[config.mk]
export PLATFORM = sky130hd
export DESIGN_NAME = mos_seq
export DESIGN_NICKNAME = d
export VERILOG_FILES = /design/src/mos_pkg.sv /design/src/mos_pair.sv /design/src/mos_seq.sv
export SDC_FILE = /design/constraint.sdc
export NUM_CORES = 1
export LEC_CHECK = 0
export BUFFER_PORTS_ARGS = -buffer_cell sky130_fd_sc_hd__buf_2
export CORE_ASPECT_RATIO = 0.7
export CORE_MARGIN = 1.5
export CORE_UTILIZATION = 35
export DETAILED_ROUTE_END_ITERATION = 8
export MAX_ROUTING_LAYER = met4
export SLEW_MARGIN = 30
export SYNTH_ARGS = -nofsm -noshare
export SYNTH_HDL_FRONTEND = slang
export SYNTH_HIERARCHICAL = 1
export SYNTH_SLANG_ARGS = --single-unit
[constraint.sdc]
create_clock -name clock -period 2.7 [get_ports clock]
set_clock_uncertainty 0.2 [all_clocks]
set_input_delay 0.27 -clock clock [delete_from_list [all_inputs] [get_ports clock]]
set_output_delay 0.27 -clock clock [all_outputs]
set_load 0.05 [all_outputs]
[src/mos_pkg.sv]
package mos_pkg;

  // system clock rate and the base tick used by every timer
  localparam int unsigned CLK_HZ      = 50_000_000;
  localparam int unsigned TICK_MS     = 1;
  localparam int unsigned TICK_CYCLES = CLK_HZ / 1000 * TICK_MS;

  // timer figures, in milliseconds
  localparam int unsigned SIMUL_MS    = 3000;  // pair simultaneity window
  localparam int unsigned OVR_MS      = 10000; // length of one override
  localparam int unsigned REARM_MS    = 3000;  // both-open time before rearm
  localparam int unsigned RST_MIN_MS  = 250;   // shortest valid reset closure
  localparam int unsigned RST_MAX_MS  = 2000;  // longest valid reset closure
  localparam int unsigned RESP_MS     = 10;    // worst stop response allowed

  // width of every millisecond counter
  localparam int unsigned MS_W        = 14;

  // reset values of control state
  localparam logic        RUN_RST     = 1'b0;
  localparam logic        MUTE_RST    = 1'b0;
  localparam logic        FAULT_RST   = 1'b0;

  // state of one two-contact simultaneity checker
  typedef enum logic [3:0] {
    PAIR_IDLE = 4'b0001,  // both contacts open
    PAIR_ONE  = 4'b0010,  // one closed, window running
    PAIR_OK   = 4'b0100,  // both closed within the window
    PAIR_LATE = 4'b1000   // blocked until both open again
  } mos_pair_st_t;

  // override sequencer state
  typedef enum logic [2:0] {
    OVR_ARM   = 3'b001,   // waiting for both channels open long enough
    OVR_READY = 3'b010,   // armed, next good closure is accepted
    OVR_RUN   = 3'b100    // override in progress
  } mos_ovr_st_t;

endpackage

[src/mos_pair.sv]
`timescale 1ns/1ps
module mos_pair
  import mos_pkg::*;
#(
  parameter int unsigned WIN_MS = SIMUL_MS
) (
  // clock and reset
  input  wire logic clock,
  input  wire logic rst_n,
  // millisecond tick
  input  wire logic tick,
  // the two contacts, high when closed
  input  wire logic close_a,
  input  wire logic close_b,
  // both closed and qualified
  output logic      ok
);

  if (WIN_MS < 1 || WIN_MS >= (1 << MS_W)) begin : g_chk
    $error("mos_pair: WIN_MS out of range");
  end

  localparam logic [MS_W-1:0] WIN = MS_W'(WIN_MS);

  typedef struct packed {
    mos_pair_st_t    st;   // checker state
    logic [MS_W-1:0] cnt;  // ms since the first contact closed
  } mos_pair_s_t;

  mos_pair_s_t cur;
  mos_pair_s_t next_cur;

  // simultaneity state machine
  always_comb begin
    next_cur = cur;
    case (cur.st)
      PAIR_IDLE: begin
        next_cur.cnt = '0;
        if (close_a && close_b) begin
          next_cur.st = PAIR_OK;
        end else if (close_a || close_b) begin
          next_cur.st = PAIR_ONE;
        end
      end
      PAIR_ONE: begin
        if (close_a && close_b) begin
          next_cur.st = PAIR_OK;
        end else if (!close_a && !close_b) begin
          next_cur.st = PAIR_IDLE;
        end else if (cur.cnt >= WIN) begin
          // second contact too late: hold off until both reopen
          next_cur.st = PAIR_LATE;
        end else if (tick) begin
          next_cur.cnt = cur.cnt + MS_W'(1);
        end
      end
      PAIR_OK: begin
        // losing either contact ends qualification and forces a reopen
        if (!close_a && !close_b) begin
          next_cur.st = PAIR_IDLE;
        end else if (!close_a || !close_b) begin
          next_cur.st = PAIR_LATE;
        end
      end
      PAIR_LATE: begin
        if (!close_a && !close_b) begin
          next_cur.st = PAIR_IDLE;
        end
      end
      default: next_cur.st = PAIR_IDLE;
    endcase
  end

  // state register
  always_ff @(posedge clock or negedge rst_n) begin
    if (!rst_n) begin
      cur <= '{st: PAIR_IDLE, cnt: '0};
    end else begin
      cur <= next_cur;
    end
  end

  // window met: both closed within WIN_MS of one another
  assign ok = (cur.st == PAIR_OK);

endmodule // mos_pair

[src/mos_seq.sv]
`timescale 1ns/1ps
// What this block does
// - sensors one-two and three-four form pairs
// - pair must close within three seconds
// - gating option: start mute only when gated
// - gate dropping mid-mute is ignored
// - gating option off: gate input ignored
// - override channels close within three seconds
// - override lasts ten seconds while held
// - rearm: both open three seconds first
// - reset closure 0.25 to 2.0 seconds
// - two feedback channels watch external devices
// - mute keeps safety outputs on
// - unmuted, no override: stop input opening drops outputs
// - universal stop never muted, always drops
// - stop opening drops outputs within 10ms
module mos_seq
  import mos_pkg::*;
#(
  parameter int unsigned TICK_CYC   = TICK_CYCLES, // clocks per ms tick
  parameter int unsigned SIMUL_WIN  = SIMUL_MS,    // pair window, ms
  parameter int unsigned OVR_LEN    = OVR_MS,      // override length, ms
  parameter int unsigned REARM_LEN  = REARM_MS,    // rearm open time, ms
  parameter int unsigned RST_MIN    = RST_MIN_MS,  // reset closure min, ms
  parameter int unsigned RST_MAX    = RST_MAX_MS   // reset closure max, ms
) (
  // clock and reset
  input  wire logic       clock,
  input  wire logic       rst_n,
  // muting sensors, high when closed
  input  wire logic       mute_sensor_one,
  input  wire logic       mute_sensor_two,
  input  wire logic       mute_sensor_three,
  input  wire logic       mute_sensor_four,
  // mute gating option and input
  input  wire logic       mute_gate_enable,
  input  wire logic       mute_gate,
  // two-channel override switch, high when closed
  input  wire logic       override_a,
  input  wire logic       override_b,
  // reset switch, high when closed
  input  wire logic       reset_switch,
  // stop inputs, two channels each, high when closed
  input  wire logic [1:0] muteable_stop_input,
  input  wire logic [1:0] universal_stop_input,
  // feedback from external devices, high when released
  input  wire logic       feedback_enable,
  input  wire logic [1:0] external_feedback_monitor,
  // results
  output logic      [1:0] safety_output,
  output logic            mute_active,
  output logic            override_active,
  output logic            feedback_fault
);

  // refuse settings the counters cannot hold
  if (TICK_CYC < 1 || TICK_CYC >= (1 << 20)) begin : g_chk_tick
    $error("mos_seq: TICK_CYC out of range");
  end
  if (OVR_LEN < 1 || OVR_LEN >= (1 << MS_W) ||
      REARM_LEN < 1 || REARM_LEN >= (1 << MS_W)) begin : g_chk_ovr
    $error("mos_seq: override timing out of range");
  end
  if (RST_MIN < 1 || RST_MAX <= RST_MIN ||
      RST_MAX >= (1 << MS_W) - 1) begin : g_chk_rst
    $error("mos_seq: reset timing out of range");
  end

  localparam logic [19:0]     TICK_TOP = 20'(TICK_CYC - 1);
  localparam logic [MS_W-1:0] OVR_T    = MS_W'(OVR_LEN);
  localparam logic [MS_W-1:0] REARM_T  = MS_W'(REARM_LEN);
  localparam logic [MS_W-1:0] RST_LO   = MS_W'(RST_MIN);
  localparam logic [MS_W-1:0] RST_HI   = MS_W'(RST_MAX);
  localparam logic [MS_W-1:0] RST_SAT  = MS_W'(RST_MAX + 1);

  // both channels of a two-channel contact are closed
  function automatic logic both(input logic [1:0] ch);
    both = ch[0] & ch[1];
  endfunction

  // all state of the sequencer
  typedef struct packed {
    logic [19:0]     tick_cnt;  // clocks within the current ms
    logic            tick;      // one-cycle ms strobe
    mos_ovr_st_t     ovr_st;    // override sequencer
    logic [MS_W-1:0] ovr_cnt;   // ms in arm or run phase
    logic [MS_W-1:0] rst_cnt;   // ms the reset switch has been closed
    logic            rst_prev;  // reset switch last cycle
    logic            run;       // latched permission for the outputs
    logic            mute;      // mute in progress
    logic [1:0]      out;       // safety outputs
    logic            ovr;       // override in progress
    logic            fault;     // feedback mismatch seen at reset
  } mos_seq_s_t;

  mos_seq_s_t cur;
  mos_seq_s_t next_cur;

  // qualifier channels: pair 1/2, pair 3/4, override
  logic [2:0] ch_a;
  logic [2:0] ch_b;
  logic [2:0] ch_ok;

  assign ch_a = {override_a, mute_sensor_three, mute_sensor_one};
  assign ch_b = {override_b, mute_sensor_four, mute_sensor_two};

  // one simultaneity checker per pair, same window for all
  for (genvar i = 0; i < 3; i++) begin : g_pair
    mos_pair #(
      .WIN_MS  (SIMUL_WIN)
    ) u_pair (
      .clock   (clock),
      .rst_n   (rst_n),
      .tick    (cur.tick),
      .close_a (ch_a[i]),
      .close_b (ch_b[i]),
      .ok      (ch_ok[i])
    );
  end

  // conditions seen by the sequencer
  logic pair_any;
  logic gate_ok;
  logic usi_ok;
  logic msi_ok;
  logic keep_on;
  logic rst_valid;

  always_comb begin
    // either pair qualified starts or holds a mute
    pair_any  = ch_ok[0] | ch_ok[1];
    // gate counts only with the option selected
    gate_ok   = !mute_gate_enable || mute_gate;
    // universal stop is never bypassed
    usi_ok    = both(universal_stop_input);
    // muteable stop is bypassed while muted or overridden
    msi_ok    = both(muteable_stop_input) || cur.mute
                || cur.ovr;
    keep_on   = usi_ok && msi_ok;
    // release after a closure of the allowed length
    rst_valid = cur.rst_prev && !reset_switch &&
                cur.rst_cnt >= RST_LO &&
                cur.rst_cnt <= RST_HI;
  end

  // next-state logic
  always_comb begin
    next_cur = cur;

    // ms tick generator
    next_cur.tick = 1'b0;
    if (cur.tick_cnt >= TICK_TOP) begin
      next_cur.tick_cnt = '0;
      next_cur.tick     = 1'b1;
    end else begin
      next_cur.tick_cnt = cur.tick_cnt + 20'(1);
    end

    // reset switch closure length, saturating past the maximum
    next_cur.rst_prev = reset_switch;
    if (!reset_switch) begin
      next_cur.rst_cnt = '0;
    end else if (cur.tick && cur.rst_cnt < RST_SAT) begin
      next_cur.rst_cnt = cur.rst_cnt + MS_W'(1);
    end

    // mute: start needs a pair and the gate, hold needs only a pair
    if (!cur.mute) begin
      if (pair_any && gate_ok && cur.run) begin
        next_cur.mute = 1'b1;
      end
    end else if (!pair_any) begin
      // the gate is not looked at here on purpose
      next_cur.mute = 1'b0;
    end

    // override sequencer
    case (cur.ovr_st)
      OVR_ARM: begin
        next_cur.ovr = 1'b0;
        if (override_a || override_b) begin
          next_cur.ovr_cnt = '0;
        end else if (cur.ovr_cnt >= REARM_T) begin
          next_cur.ovr_st  = OVR_READY;
        end else if (cur.tick) begin
          next_cur.ovr_cnt = cur.ovr_cnt + MS_W'(1);
        end
      end
      OVR_READY: begin
        next_cur.ovr_cnt = '0;
        if (ch_ok[2]) begin
          // both channels closed within the window
          next_cur.ovr_st = OVR_RUN;
          next_cur.ovr    = 1'b1;
        end else if (!override_a && !override_b) begin
          next_cur.ovr_st = OVR_READY;
        end
      end
      OVR_RUN: begin
        if (!ch_ok[2]) begin
          // a channel let go: stop now and demand a fresh rearm
          next_cur.ovr_st  = OVR_ARM;
          next_cur.ovr     = 1'b0;
          next_cur.ovr_cnt = '0;
        end else if (cur.ovr_cnt >= OVR_T) begin
          next_cur.ovr_st  = OVR_ARM;
          next_cur.ovr     = 1'b0;
          next_cur.ovr_cnt = '0;
        end else if (cur.tick) begin
          next_cur.ovr_cnt = cur.ovr_cnt + MS_W'(1);
        end
      end
      default: begin
        next_cur.ovr_st  = OVR_ARM;
        next_cur.ovr     = 1'b0;
        next_cur.ovr_cnt = '0;
      end
    endcase

    // run latch: a trip clears it, a valid reset sets it again
    if (!keep_on) begin
      next_cur.run = 1'b0;
    end else if (rst_valid) begin
      // outputs must be off and both devices released before a restart
      if (!cur.run && feedback_enable &&
          !both(external_feedback_monitor)) begin
        next_cur.fault = 1'b1;
      end else begin
        next_cur.run   = 1'b1;
        next_cur.fault = 1'b0;
      end
    end

    // while run is set with the outputs still off, a stuck device is also a fault
    if (cur.run && feedback_enable && cur.out == 2'h0 &&
        !both(external_feedback_monitor)) begin
      next_cur.fault = 1'b1;
    end

    // outputs follow the stop condition in the very next cycle
    next_cur.out = (keep_on && next_cur.run) ? 2'h3 : 2'h0;
  end

  // the single state register of the sequencer
  always_ff @(posedge clock or negedge rst_n) begin
    if (!rst_n) begin
      cur <= '{tick_cnt: '0, tick: 1'b0, ovr_st: OVR_ARM, ovr_cnt: '0,
               rst_cnt: '0, rst_prev: 1'b0, run: RUN_RST, mute: MUTE_RST,
               out: 2'h0, ovr: 1'b0, fault: FAULT_RST};
    end else begin
      cur <= next_cur;
    end
  end

  // outputs straight from the state register
  assign safety_output   = cur.out;
  assign mute_active     = cur.mute;
  assign override_active = cur.ovr;
  assign feedback_fault  = cur.fault;

endmodule // mos_seq

==> run metrics <==
vias in the first global route 4,914; Fillers 1,820; Power Dens Cells about 620 nW/um^2; YS warnings 6; I/O pins 23; Worst-path clk slew around 0.07 ns; IR drop worst, VDD 0.000281 V; share of cells above drive strength 1 10.3%; async set-reset flop share out of synthesis 100%; final WL 14,500 um; Routed met3 length 636 um; crit-path max FO 7; Worst-Margin Slew around 0.85 ns; uppermost layer routed met4; GPL Wtd Cong just under 0.9; EDFF count, synth 0; dpl cell area 7100 um^2; CP startpoint g_pair[1].u_pair/cur[10]$_DFFE_PN0P_; clock network power share between 20 and 30%; net switching component of the power between 1500 and 2000 uW; total number of H-tree levels 3; Row Count 42; Syn Inst Count slightly above 700; syn_area_per_cell between 9 and 10 um^2; min-delay worst type in -> reg; sequential area share after synthesis approximately two fifths; 1st-iter DRT viols around 380; Initial Util between 30% and 40%; relative slew slack about 43%; synthesis-to-finish area growth 11.0%; number of vias per cell 5.53; Logic pwr share roughly a quarter; R2R Setup Slk 0.46 ns; height of the die roughly 120 um; Pleak around 0.0031 uW; Hold Crit Depth 3; vias approximately 5.4k; fin area about 7400 um^2; routed length per placed instance roughly 15 um; outcome complete, no violations; top_reg_cell synth dfrtp_1; GR Overflow Total 0; Root Buffer Master clkbuf_16; dpl hpwl about 10,000 um; Bufs on Longest Clock Path 2; Worst setup EP type register; total die area between 15,000 and 20,000 um^2; RSZ-0062 raised after global routing no; clock insertion delay at the later pin of the skew report ~0.35 ns; hold slack between 0.05 and 0.06 ns; CTS Sinks ~110; core area 18,800 um^2; global-route wire length before repair around 25,000 um; internal power around 3000 uW; max cap viols 0; # resized after CTS 0; Worst Hold Launch external_feedback_monitor[1]; Detailed Routing Iterations Pass 1 6; fin nets 778; Peak Freq ~450 MHz; switching share of power 34.9%; Unique masters post-synth 63; Hold Violations, Final 0; final antenna-violating net count 0; # diodes 0; final setup TNS 0 ns; Pins Over Slew Limit 0; CP Launch Type register; die width between 150 and 200 um; Final setup viols 0; initial antenna violation count 0; CTS tree built; M1 WL approximately 7800 um; input/output buffers 22; #FFs+latches synth roughly 110; Reg2Reg Depth 4; Worst Path Arrival around 2.3 ns; met2 wire length about 6000 um; required time worst endpoint approximately 2.7 ns; Crit Path Class reg -> reg; Final Cycle Share about 83%; area of the mapped netlist around 6700 um^2; pin count of the biggest net entering global routing 63; CTS Buf Count 9; minimum clock period between 2 and 2.5 ns; DRC viols 0; Tot Pwr approximately 4600 uW; sequential power share 44.3%; Worst R2R Start g_pair[1].u_pair/cur[10]$_DFFE_PN0P_; All-Layer GR Usage between 10% and 20%
-- placed cells by master, fill, tap and decap left out, drive strengths merged, types with 5 or more instances in the layout --
| master | count |
|---|---|
| clkbuf | 11 |
| or4 | 15 |
| nand4 | 13 |
| dfrtp | 107 |
| o31ai | 16 |
| nand2 | 61 |
| o22ai | 6 |
| nor3b | 8 |
| a41oi | 11 |
| nor3 | 12 |
| nor2b | 12 |
| nor4 | 7 |
| or3 | 12 |
| a211o | 5 |
| o211ai | 20 |
| nand3 | 44 |
| buf | 34 |
| o21a | 5 |
| xor2 | 12 |
| o21ai | 23 |
| nand2b | 9 |
| nor2 | 62 |
| a21oi | 17 |
| ha | 24 |
| inv | 30 |
| a31oi | 16 |
| and2 | 13 |
| or4b | 6 |
| and3b | 6 |
| nor4b | 12 |
| and3 | 25 |
| o311ai | 9 |
| xnor2 | 18 |
-- timing repair --
item / in CTS / in global routing
buffers inserted: 0 / 0
endpoints found under the setup margin: 0 / 0
hold buffers: 4 / 0
hold endpoints to repair: 32 / 0
-- cells by family (layout without fill, tap and decap cells) --
kind of cell	count (synthesis)	count (layout)	share of synthesized area [%]
compound gates	160	160	19.0
flops	111	111	41.5
other cells	1	4	0.0560
buf+inv	60	84	3.62
fa+ha+maj	24	24	4.48
mux	3	3	0.467
simple gates	325	325	26.9
xor+xnor	30	30	3.92
-- Yosys cell counts, types with 11 or more instances --
cell / count / share of area (%)
a21oi_1: 17 / 1.3
a31oi_1: 16 / 1.5
a41oi_1: 11 / 1.4
and2_1: 13 / 1.2
and3_1: 25 / 2.3
clkbuf_1: 20 / 1.1
dfrtp_1: 107 / 40
ha_1: 24 / 4.5
inv_1: 30 / 1.7
nand2_1: 61 / 3.4
nand3_1: 43 / 3.2
nand4_1: 13 / 1.2
nor2_1: 62 / 3.5
nor2b_1: 12 / 1.1
nor3_1: 12 / 0.90
o211ai_1: 20 / 2.2
o21ai_1: 14 / 1.0
o31ai_1: 13 / 1.5
or3_1: 12 / 1.1
or4_1: 15 / 1.7
xnor2_1: 18 / 2.4
xor2_1: 12 / 1.6
-- per-stage QoR --
stage	setup WS [ns]	util (%)	instances
after floorplan	0.510	-	717
after global placement	0.448	37.7	963
after detailed placement	0.414	37.7	963
after CTS	0.471	39.5	983
after global routing	0.291	39.5	983
final	0.455	39.5	983
-- per-layer routing --
metal | GRT usage, % | up-vias
met5 | - | -
met4 | 4.41 | 0
met3 | 3.15 | 14
met2 | 21.0 | 125
met1 | 24.2 | 2599
li1 | - | 2697
-- registers in the layout, indices dropped and copies added (netlist names) --
signal,flops
cur,54
g_pair.u_pair/cur,54
feedback_fault,1
mute_active,1
override_active,1
-- worst max-delay path: stages, from the launching register on --
cell and delay, ns:
dfrtp_1 0.48, or4b_1 0.71, o31ai_2 0.43, nor2_1 0.11, a31o_1 0.21
-- area by class of cell --
type                       instances  area [um^2]  area share [%]
multi-input combinational        546         3680            49.5
inverter                          30          113            1.51
clock buffer                      11          243            3.26
timing repair buffer              38          255            3.43
clock inverter                     5         57.6           0.774
tap                              242          303            4.07
sequential                       111         2780            37.4
-- path summary, 6_finish.rpt --
check,end
setup / recovery,g_pair[1].u_pair/cur[15]$_DFFE_PN0P_
hold / removal,cur[5]$_DFF_PN0_
setup reg to reg,g_pair[1].u_pair/cur[15]$_DFFE_PN0P_
hold reg to reg,feedback_fault$_DFFE_PN0P_
max in group asynchronous,g_pair[1].u_pair/cur[14]$_DFFE_PN1P_
min in group asynchronous,g_pair[1].u_pair/cur[4]$_DFFE_PN0P_
-- power by group through the flow --
stage	combinational, uW	sequential (uW)	clock (uW)
floorplan	1010	1890	0
global placement	1210	2070	0
detailed placement	1210	2070	0
CTS	1220	2040	1400
global route	1370	2080	1460
finish	1220	2050	1350
Note: power is estimated with default switching activity, not from simulation.
